$ cat src/hw/scd_pkg.sv
// constants, codes and states for the client command decoder
// assumes a link layer outside that frames bytes and computes the fcs
package scd_pkg;

  // command codes
  localparam logic [7:0] CMD_TEMP_INT   = 8'h00;
  localparam logic [7:0] CMD_TEMP_EXT   = 8'h01;
  localparam logic [7:0] CMD_RAIL_FIRST = 8'h10;
  localparam logic [7:0] CMD_RAIL_FIVE  = 8'h11;
  localparam logic [7:0] CMD_RAIL_THREE = 8'h12;
  localparam logic [7:0] CMD_RAIL_TWO5  = 8'h13;
  localparam logic [7:0] CMD_RAIL_LAST  = 8'h14;
  localparam logic [7:0] CMD_VREG_WR    = 8'he0;
  localparam logic [7:0] CMD_VREG_RD    = 8'he1;
  localparam logic [7:0] CMD_VEN_ON     = 8'he2;
  localparam logic [7:0] CMD_VEN_OFF    = 8'he3;
  localparam logic [7:0] CMD_CLIENT_RST = 8'hf6;
  localparam logic [7:0] CMD_IDENT_RD   = 8'hf7;

  // lengths
  localparam logic [7:0] LEN_ONE        = 8'h01;
  localparam logic [7:0] LEN_TWO        = 8'h02;
  localparam logic [7:0] LEN_FOUR       = 8'h04;
  localparam logic [7:0] LEN_TEN        = 8'h0a;
  localparam logic [7:0] LEN_IDENT_HALF = 8'h08;
  localparam logic [7:0] LEN_IDENT_FULL = 8'h10;

  // bus addresses by strap state
  localparam logic [7:0] ADDR_GND   = 8'h48;
  localparam logic [7:0] ADDR_FLOAT = 8'h49;
  localparam logic [7:0] ADDR_VDD   = 8'h4a;

  // identifier block contents; maker and part codes are arbitrary
  localparam logic [15:0] IDENT_MAKER   = 16'h5a3c;
  localparam logic [15:0] IDENT_PART    = 16'h0a17;
  localparam logic [7:0]  IDENT_DEV_IF  = 8'h02;
  localparam logic [7:0]  IDENT_ZERO    = 8'h00;

  // identifier block byte positions
  localparam logic [7:0] IDX_DEV_IF    = 8'h00;
  localparam logic [7:0] IDX_FUNC_IF   = 8'h01;
  localparam logic [7:0] IDX_IF_EXT    = 8'h02;
  localparam logic [7:0] IDX_MAKER_LO  = 8'h03;
  localparam logic [7:0] IDX_MAKER_HI  = 8'h04;
  localparam logic [7:0] IDX_PART_LO   = 8'h05;
  localparam logic [7:0] IDX_PART_HI   = 8'h06;
  localparam logic [7:0] IDX_ADDR      = 8'h07;

  typedef enum logic [3:0] {
    ST_IDLE  = 4'b0000,  // waiting for target byte
    ST_WRLEN = 4'b0001,
    ST_RDLEN = 4'b0010,
    ST_CMD   = 4'b0011,
    ST_WDATA = 4'b0100,  // remaining write bytes
    ST_FCS1  = 4'b0101,
    ST_DATA  = 4'b0110,
    ST_FCS2  = 4'b0111,
    ST_STOP  = 4'b1000   // ignore everything until bus stop
  } scd_state_t;

endpackage

$ cat src/hw/scd_client_decoder.sv
// client command decoder: parses target, lengths, command and write
// data from a byte stream and returns fcs, data and fcs bytes
// assumes the link layer flags the first byte of each frame, reports the
// bus stop, and keeps fcs_i current over all bytes of the frame so far
`timescale 1ns/1ps
module scd_client_decoder
  import scd_pkg::*;
(
  input  wire logic        sys_clk_i,        // 40 mhz clock
  input  wire logic        arst_n_i,         // async reset, low active
  input  wire logic        clk_en_i,         // freezes state when low
  input  wire logic        strap_gnd_i,      // strap pin sensed at ground
  input  wire logic        strap_vdd_i,      // strap pin sensed at supply
  input  wire logic        rx_valid_i,       // received byte strobe
  input  wire logic        rx_first_i,       // byte is first of frame
  input  wire logic [7:0]  rx_data_i,        // received byte
  input  wire logic        bus_stop_i,       // stop seen on the bus
  input  wire logic [7:0]  fcs_i,            // good fcs of frame so far
  input  wire logic        tx_ready_i,       // link takes a byte
  output logic             tx_valid_o,       // byte offered
  output logic [7:0]       tx_data_o,        // byte to send
  output logic             tx_last_o,        // offered byte ends answer
  input  wire logic [15:0] temp_int_i,       // internal temperature
  input  wire logic [15:0] temp_ext_i,       // remote temperature
  input  wire logic [15:0] rail_twelve_i,    // 12 v reading
  input  wire logic [15:0] rail_five_i,      // 5 v reading
  input  wire logic [15:0] rail_three_i,     // 3.3 v reading
  input  wire logic [15:0] rail_two_five_i,  // 2.5 v reading
  input  wire logic [15:0] rail_core_i,      // core rail reading
  output logic [7:0]       vreg_addr_o,      // vendor register address
  output logic [7:0]       vreg_wdata_o,     // vendor register data
  output logic             vreg_we_o,        // vendor write pulse
  input  wire logic [7:0]  vreg_rdata_i,     // data at vreg_addr_o
  output logic             vendor_en_o,      // vendor access enabled
  output logic             client_reset_o,   // client reset pulse
  output logic [7:0]       dev_addr_o        // strapped bus address
);

  // reset release through two flops
  logic rst_meta_reg;
  logic rst_sync_reg;
  always_ff @(posedge sys_clk_i or negedge arst_n_i)
  begin
    if (!arst_n_i)
    begin
      rst_meta_reg <= 1'b0;
      rst_sync_reg <= 1'b0;
    end
    else
    begin
      rst_meta_reg <= 1'b1;
      rst_sync_reg <= rst_meta_reg;
    end
  end
  wire rst_n = rst_sync_reg;

  scd_state_t state_reg;
  logic [7:0] wr_len_reg;
  logic [7:0] rd_len_reg;
  logic [7:0] cmd_reg;
  logic [7:0] wr_left_reg;
  logic [7:0] idx_reg;
  logic       abort_reg;
  logic       stop_after_reg;
  logic       first_wbyte_reg;
  logic       strap_taken_reg;

  // abort and wait-for-stop decision for a command and its lengths
  function automatic logic [1:0] judge(input logic [7:0] cmd,
                                       input logic [7:0] wr,
                                       input logic [7:0] rd,
                                       input logic       ven);
    logic bad_wr;
    logic bad_rd;
    bad_wr = (wr != LEN_ONE);
    bad_rd = 1'b0;
    judge  = 2'b00;
    if (cmd == CMD_TEMP_INT || cmd == CMD_TEMP_EXT ||
        (cmd >= CMD_RAIL_FIRST && cmd <= CMD_RAIL_LAST))
    begin
      if (cmd == CMD_TEMP_INT)
        bad_rd = !(rd == LEN_TWO || rd == LEN_FOUR);
      else if (cmd == CMD_RAIL_FIRST)
        bad_rd = !(rd == LEN_TWO || rd == LEN_TEN);
      else
        bad_rd = (rd != LEN_TWO);
      if (bad_wr)
        judge = 2'b10;
      else if (bad_rd)
        judge = 2'b11;
    end
    else if (cmd == CMD_VREG_WR || cmd == CMD_VREG_RD)
      judge = {!ven, 1'b0};
    else if (cmd == CMD_VEN_ON || cmd == CMD_VEN_OFF ||
             cmd == CMD_CLIENT_RST)
      judge = {bad_wr || rd != IDENT_ZERO, 1'b0};
    else if (cmd == CMD_IDENT_RD)
    begin
      if (bad_wr)
        judge = 2'b10;
      else if (!(rd == LEN_IDENT_HALF || rd == LEN_IDENT_FULL))
        judge = 2'b11;
    end
    else
      judge = 2'b10;
  endfunction

  // identifier block byte; unlisted positions read zero
  function automatic logic [7:0] ident_byte(input logic [7:0] i,
                                            input logic [7:0] addr);
    if (i == IDX_DEV_IF)
      ident_byte = IDENT_DEV_IF;
    else if (i == IDX_MAKER_LO)
      ident_byte = IDENT_MAKER[7:0];
    else if (i == IDX_MAKER_HI)
      ident_byte = IDENT_MAKER[15:8];
    else if (i == IDX_PART_LO)
      ident_byte = IDENT_PART[7:0];
    else if (i == IDX_PART_HI)
      ident_byte = IDENT_PART[15:8];
    else if (i == IDX_ADDR)
      ident_byte = addr;
    else
      ident_byte = IDENT_ZERO;
  endfunction

  // answer data byte at position idx_reg; one address serves both sets
  logic [15:0] word_sel;
  logic [7:0]  data_byte;
  always_comb
  begin
    word_sel = temp_int_i;
    if (cmd_reg == CMD_TEMP_INT)
      word_sel = idx_reg[1] ? temp_ext_i : temp_int_i;
    else if (cmd_reg == CMD_TEMP_EXT)
      word_sel = temp_ext_i;
    else if (cmd_reg == CMD_RAIL_FIRST)
    begin
      if (idx_reg[7:1] == 7'h01)
        word_sel = rail_five_i;
      else if (idx_reg[7:1] == 7'h02)
        word_sel = rail_three_i;
      else if (idx_reg[7:1] == 7'h03)
        word_sel = rail_two_five_i;
      else if (idx_reg[7:1] == 7'h04)
        word_sel = rail_core_i;
      else
        word_sel = rail_twelve_i;
    end
    else if (cmd_reg == CMD_RAIL_FIVE)
      word_sel = rail_five_i;
    else if (cmd_reg == CMD_RAIL_THREE)
      word_sel = rail_three_i;
    else if (cmd_reg == CMD_RAIL_TWO5)
      word_sel = rail_two_five_i;
    else if (cmd_reg == CMD_RAIL_LAST)
      word_sel = rail_core_i;
    if (cmd_reg == CMD_IDENT_RD)
      data_byte = ident_byte(idx_reg, dev_addr_o);
    else if (cmd_reg == CMD_VREG_RD)
      data_byte = vreg_rdata_i;
    else
      data_byte = idx_reg[0] ? word_sel[15:8] : word_sel[7:0];
  end

  // strap caught once after reset release, never under reset itself
  always_ff @(posedge sys_clk_i or negedge rst_n)
  begin
    if (!rst_n)
    begin
      dev_addr_o      <= ADDR_FLOAT;
      strap_taken_reg <= 1'b0;
    end
    else if (clk_en_i && !strap_taken_reg)
    begin
      strap_taken_reg <= 1'b1;
      if (strap_gnd_i)
        dev_addr_o <= ADDR_GND;
      else if (strap_vdd_i)
        dev_addr_o <= ADDR_VDD;
      else
        dev_addr_o <= ADDR_FLOAT;
    end
  end

  wire tx_take = tx_valid_o && tx_ready_i;
  wire [1:0] verdict = judge(cmd_reg, wr_len_reg, rd_len_reg,
                             vendor_en_o);

  // frame parser and answer sequencer
  always_ff @(posedge sys_clk_i or negedge rst_n)
  begin
    if (!rst_n)
    begin
      state_reg       <= ST_IDLE;
      wr_len_reg      <= 8'h00;
      rd_len_reg      <= 8'h00;
      cmd_reg         <= 8'h00;
      wr_left_reg     <= 8'h00;
      idx_reg         <= 8'h00;
      abort_reg       <= 1'b0;
      stop_after_reg  <= 1'b0;
      first_wbyte_reg <= 1'b0;
    end
    else if (clk_en_i)
    begin
      // a new frame start resyncs any state except the stop wait
      if (rx_valid_i && rx_first_i && state_reg != ST_STOP)
      begin
        state_reg <= (rx_data_i == dev_addr_o) ? ST_WRLEN : ST_STOP;
        abort_reg      <= 1'b0;
        stop_after_reg <= 1'b0;  // a cut ping must not leak forward
      end
      else
      begin
        case (state_reg)
          ST_WRLEN:
            if (rx_valid_i)
            begin
              wr_len_reg <= rx_data_i;
              state_reg  <= ST_RDLEN;
            end
          ST_RDLEN:
            if (rx_valid_i)
            begin
              rd_len_reg <= rx_data_i;
              if (wr_len_reg == 8'h00)
              begin
                // ping: a lone good fcs, or abort if data is asked
                abort_reg      <= (rx_data_i != 8'h00);
                stop_after_reg <= (rx_data_i != 8'h00);
                state_reg      <= ST_FCS1;
              end
              else
                state_reg <= ST_CMD;
            end
          ST_CMD:
            if (rx_valid_i)
            begin
              cmd_reg         <= rx_data_i;
              wr_left_reg     <= wr_len_reg - 8'h01;
              first_wbyte_reg <= 1'b1;
              state_reg       <= (wr_len_reg == LEN_ONE) ? ST_FCS1
                                                         : ST_WDATA;
            end
          ST_WDATA:
            if (rx_valid_i)
            begin
              first_wbyte_reg <= 1'b0;
              wr_left_reg     <= wr_left_reg - 8'h01;
              if (wr_left_reg == 8'h01)
                state_reg <= ST_FCS1;
            end
          ST_FCS1:
            if (tx_take)
            begin
              idx_reg <= 8'h00;
              if (abort_reg || verdict[1])
                state_reg <= (stop_after_reg || verdict[0]) ? ST_STOP
                                                            : ST_IDLE;
              else if (wr_len_reg != 8'h00 && rd_len_reg != 8'h00)
                state_reg <= ST_DATA;
              else
                state_reg <= ST_IDLE;
            end
          ST_DATA:
            if (tx_take)
            begin
              idx_reg <= idx_reg + 8'h01;
              if (idx_reg == rd_len_reg - 8'h01)
                state_reg <= ST_FCS2;
            end
          ST_FCS2:
            if (tx_take)
              state_reg <= ST_IDLE;
          ST_STOP:
            if (bus_stop_i)
              state_reg <= ST_IDLE;
          default:
            state_reg <= ST_IDLE;
        endcase
        if (tx_take && state_reg == ST_FCS1)
          stop_after_reg <= 1'b0;
      end
    end
  end

  // answer bytes held in flops; one idle cycle between bytes
  wire sending = (state_reg == ST_FCS1) || (state_reg == ST_DATA) ||
                 (state_reg == ST_FCS2);
  wire fcs_abort = abort_reg || (wr_len_reg != 8'h00 && verdict[1]);
  always_ff @(posedge sys_clk_i or negedge rst_n)
  begin
    if (!rst_n)
    begin
      tx_valid_o <= 1'b0;
      tx_data_o  <= 8'h00;
      tx_last_o  <= 1'b0;
    end
    else if (clk_en_i)
    begin
      if (tx_take || (rx_valid_i && rx_first_i))
        tx_valid_o <= 1'b0;
      else if (sending && !tx_valid_o)
      begin
        tx_valid_o <= 1'b1;
        if (state_reg == ST_DATA)
        begin
          tx_data_o <= data_byte;
          tx_last_o <= 1'b0;
        end
        else if (state_reg == ST_FCS1)
        begin
          tx_data_o <= fcs_i ^ {8{fcs_abort}};
          tx_last_o <= fcs_abort || wr_len_reg == 8'h00 ||
                       rd_len_reg == 8'h00;
        end
        else
        begin
          tx_data_o <= fcs_i;
          tx_last_o <= 1'b1;
        end
      end
    end
  end

  // vendor register port and control commands
  wire cmd_ok_take = tx_take && state_reg == ST_FCS1 && !fcs_abort;
  always_ff @(posedge sys_clk_i or negedge rst_n)
  begin
    if (!rst_n)
    begin
      vreg_addr_o    <= 8'h00;
      vreg_wdata_o   <= 8'h00;
      vreg_we_o      <= 1'b0;
      vendor_en_o    <= 1'b0;
      client_reset_o <= 1'b0;
    end
    else if (clk_en_i)
    begin
      vreg_we_o      <= 1'b0;
      client_reset_o <= 1'b0;
      if (state_reg == ST_WDATA && rx_valid_i && !rx_first_i &&
          vendor_en_o &&
          (cmd_reg == CMD_VREG_WR || cmd_reg == CMD_VREG_RD))
      begin
        if (first_wbyte_reg)
          vreg_addr_o <= rx_data_i;
        else if (cmd_reg == CMD_VREG_WR)
        begin
          vreg_wdata_o <= rx_data_i;
          vreg_we_o    <= 1'b1;
        end
      end
      // step the address after each write pulse and each read byte
      if (vreg_we_o || (tx_take && state_reg == ST_DATA &&
                        cmd_reg == CMD_VREG_RD))
        vreg_addr_o <= vreg_addr_o + 8'h01;
      if (cmd_ok_take && cmd_reg == CMD_VEN_ON)
        vendor_en_o <= 1'b1;
      else if (cmd_ok_take && (cmd_reg == CMD_VEN_OFF ||
                               cmd_reg == CMD_CLIENT_RST))
        vendor_en_o <= 1'b0;                 // test codes stay shut
      if (cmd_ok_take && cmd_reg == CMD_CLIENT_RST)
        client_reset_o <= 1'b1;
    end
  end

endmodule // scd_client_decoder

$ cat config.mk
export PLATFORM = sky130hd
export DESIGN_NAME = scd_client_decoder
export DESIGN_NICKNAME = d
export VERILOG_FILES = /design/src/hw/scd_pkg.sv /design/src/hw/scd_client_decoder.sv
export SDC_FILE = /design/constraint.sdc
export NUM_CORES = 1
export LEC_CHECK = 0
export BUFFER_PORTS_ARGS = -buffer_cell sky130_fd_sc_hd__buf_2
export CAP_MARGIN = 0
export CORE_ASPECT_RATIO = 0.7
export CORE_MARGIN = 1
export CORE_UTILIZATION = 50
export CTS_CLUSTER_DIAMETER = 80
export DETAILED_ROUTE_END_ITERATION = 10
export PLACE_DENSITY = 0.79
export REMOVE_ABC_BUFFERS = 1
export SYNTH_ARGS = -nofsm -noshare
export SYNTH_HDL_FRONTEND = slang
export SYNTH_SLANG_ARGS = --single-unit
$ cat constraint.sdc
create_clock -name sys_clk_i -period 2.4 [get_ports sys_clk_i]
set_input_delay 0.12 -clock sys_clk_i [delete_from_list [all_inputs] [get_ports sys_clk_i]]
set_output_delay 0.12 -clock sys_clk_i [all_outputs]
set_load 0.05 [all_outputs]
==> impl_metrics.env <==
export IMPL_powerDensity_nw_per_um2=319
export IMPL_wirelength_mm=32.3
export IMPL_fin_hold_ws_ns=0.0314
export IMPL_rsz0062_at_grt="true"
export IMPL_dieArea_um2=15200
export IMPL_wl_per_cell_um=22.8
export IMPL_fin_nets=1377
export IMPL_area_growth_pct=45.3
export IMPL_die_h_um=104
export IMPL_vias_per_cell=6.71
export IMPL_cts_sinks=81
export IMPL_max_slew_worst_pin_slew_ns=0.532
export IMPL_clk_pin_slew_ns=0.07
export IMPL_first_pass_iters=6
export IMPL_antenna_left=0
export IMPL_place_ws_ns=-0.432
export IMPL_cts_tree="done"
export IMPL_ys_ff_latch=81
export IMPL_drc=0
export IMPL_mostFrequentLayoutCells="179 x buf_4, 175 x buf_2, 76 x nand2_1"
export IMPL_min_from="clk_en_i"
export IMPL_multiInputGateArea_um2=5390
export IMPL_antenna_cells=0
export IMPL_io_pins=182
export IMPL_maxCapViolations=0
export IMPL_synth_distinct_cells=87
export IMPL_min_period_ns=2.59
export IMPL_htree_levels=3
export IMPL_vias=9490
export IMPL_synthCells=887
export IMPL_grt_max_degree=53
export IMPL_insertion_delay_ns=0.35
export IMPL_path_class="register to register"
export IMPL_syn_area_um2=7360
export IMPL_timing_rr_start="cmd_reg[5]"
export IMPL_critPathLaunchType="register"
export IMPL_die_x_um=147
export IMPL_grt_pass1_vias=8833
export IMPL_p_leak_nw=4.89
export IMPL_synth_edf_count=0
export IMPL_rows=36
export IMPL_required_ns=2.66
export IMPL_grt_pass1_wl_mm=48.4
export IMPL_grt_total_usage_pct=40.5
export IMPL_coreArea_um2=14100
export IMPL_end_kind="register"
export IMPL_seqCellArea_um2=2040
export IMPL_place_detailed_hpwl_mm=23.5
export IMPL_hold_violations=0
export IMPL_start_util_pct=52.1
export IMPL_status="complete, but fails checks"
export IMPL_startpoint="cmd_reg[5]"
export IMPL_setup_viol=14
export IMPL_final_common_cell="buf_4"
export IMPL_grt_remaining_overflow=0
export IMPL_drv_slew=0
export IMPL_synth_area_per_cell_um2=8.30
export IMPL_synth_warnings=0
export IMPL_seq_area_frac_synth_pct=27.5
export IMPL_port_buffers=175
export IMPL_gp_congestion=0.991
export IMPL_violations="setup timing"
export IMPL_clk_path_buf_depth=2
export IMPL_arrival_ns=2.85
export IMPL_numCtsBuffers=9
export IMPL_max_freq_mhz=386
export IMPL_vdd_drop_max_uv=397
export IMPL_synthArstFlopShare_pct=100
export IMPL_fin_ws_ns=-0.192
export IMPL_synthFlopType="dfrtp_1"
export IMPL_period_share_pct=108
export IMPL_relSlewSlack_pct=64.2
export IMPL_cp_max_fo=9
export IMPL_clock_skew_ns=0.0101
export IMPL_hp_class="primary input to register"
export IMPL_drive_gt1_share_pct=45.8
export IMPL_antenna_found_initial=0
export IMPL_drt_iter0_drc=1479
export IMPL_clockRootBuffer="clkbuf_16"
export IMPL_fillCellCount=1009
[logic make-up (layout without fill, tap and decap cells)]
logic type	after synthesis	after routing	synth area share, %
adder cells (fa/ha/maj)	12	12	2.04
multiplexers	67	67	9.92
flip-flops	81	81	27.5
AO/OA/AOI/OAI	276	276	26.7
AND/OR/NAND/NOR	325	325	24.5
other	2	7	0.102
XOR/XNOR	27	27	3.21
buffers and inverters	97	430	6.02
[path summary, 6_finish.rpt]
| check | end | slack [ns] | cells after the start |
|---|---|---|---|
| min in group asynchronous | rst_meta_reg | 0.09 | 2 |
| worst max register to register | tx_data_o[2] | -0.19 | 10 |
| worst min register to register | idx_reg[0] | 0.26 | 0 |
| max in group asynchronous | dev_addr_o[0] | 1.48 | 1 |
| worst min-delay path | client_reset_o | 0.03 | 2 |
| worst max-delay path | tx_data_o[2] | -0.19 | 10 |
[report_power, final]
part	internal, W	switching [W]	total (W)
Combinational	0.000206	0.000328	0.000534
Clock	0.000843	0.000602	0.00145
Sequential	0.00139	0.0000414	0.00143
Total	0.00244	0.000971	0.00341
[per-stage QoR]
stage	total power (W)	area, um2	util (%)	instances	TNS (ns)
floorplan	0.00169	7060	-	828	-9.15
global placement	0.00194	9680	68.4	1379	-1.59
detailed placement	0.00195	9680	68.4	1379	-2.38
CTS	0.00338	10400	73.3	1408	-0.740
global route	0.00351	10700	75.6	1415	-2.23
finish	0.00341	10700	75.6	1415	-1.42
[synth_stat cells (all sizes together) (5+ instances only)]
cell type,n,area [um2]
buf,35,210
xnor2,16,140
a22o,5,43.8
nor2,69,262
or4,5,48.8
dfrtp,80,2000
or3,7,48.8
nand2b,10,62.6
nor2b,9,56.3
xor2,11,96.3
mux2,48,541
nand4,9,56.3
o22ai,25,156
a221o,10,100
o221ai,9,78.8
o32a,5,51.3
nand3b,5,37.5
nand2,78,300
ha,12,150
a31oi,15,93.8
o31ai,10,85.1
a211oi,13,97.6
and3,12,75.1
inv,32,120
nor4,25,244
a21oi,34,170
mux2i,19,190
clkbuf,29,109
nor3,32,188
nor4b,5,50.0
o21ai,56,280
o211ai,12,90.1
a221oi,17,149
nand3,35,180
a22oi,21,158
[per-layer routing]
layer	GRT usage (%)	share of wire, %	routed length, um	vias to the layer above
met2	58.9	42	13700	818
met3	10.4	13	4260	126
li1	-	-	-	4059
met4	9.43	3.1	998	0
met5	0	0	0	-
met1	59.7	41	13300	4487
[repair_timing]
item / CTS / global route
endpoints found under the setup margin: 21 / 32
gates cloned: 0 / 0
gates resized for setup: 65 / 60
setup buffers: 11 / 7
pin swaps: 25 / 25
hold endpoints to repair: 3 / 0
hold buffers: 3 / 0
[critical path: stages (launching register included)]
cell	delay, ns
dfrtp_2	0.48
buf_6	0.15
nor4_4	0.25
buf_4	0.18
buf_6	0.14
and4_1	0.21
o2111a_2	0.26
o31ai_4	0.13
nand2_4	0.16
mux2_2	0.34
a31oi_1	0.17
[cell type report]
| type | instances | share of cell area, % |
|---|---|---|
| clock buffer | 11 | 2.27 |
| clock inverter | 5 | 0.597 |
| inverter | 33 | 1.19 |
| multi-input combinational | 714 | 50.4 |
| sequential | 81 | 19.1 |
| tap | 190 | 2.22 |
| timing repair buffer | 381 | 24.2 |
Power figures use the tool's default switching activity.
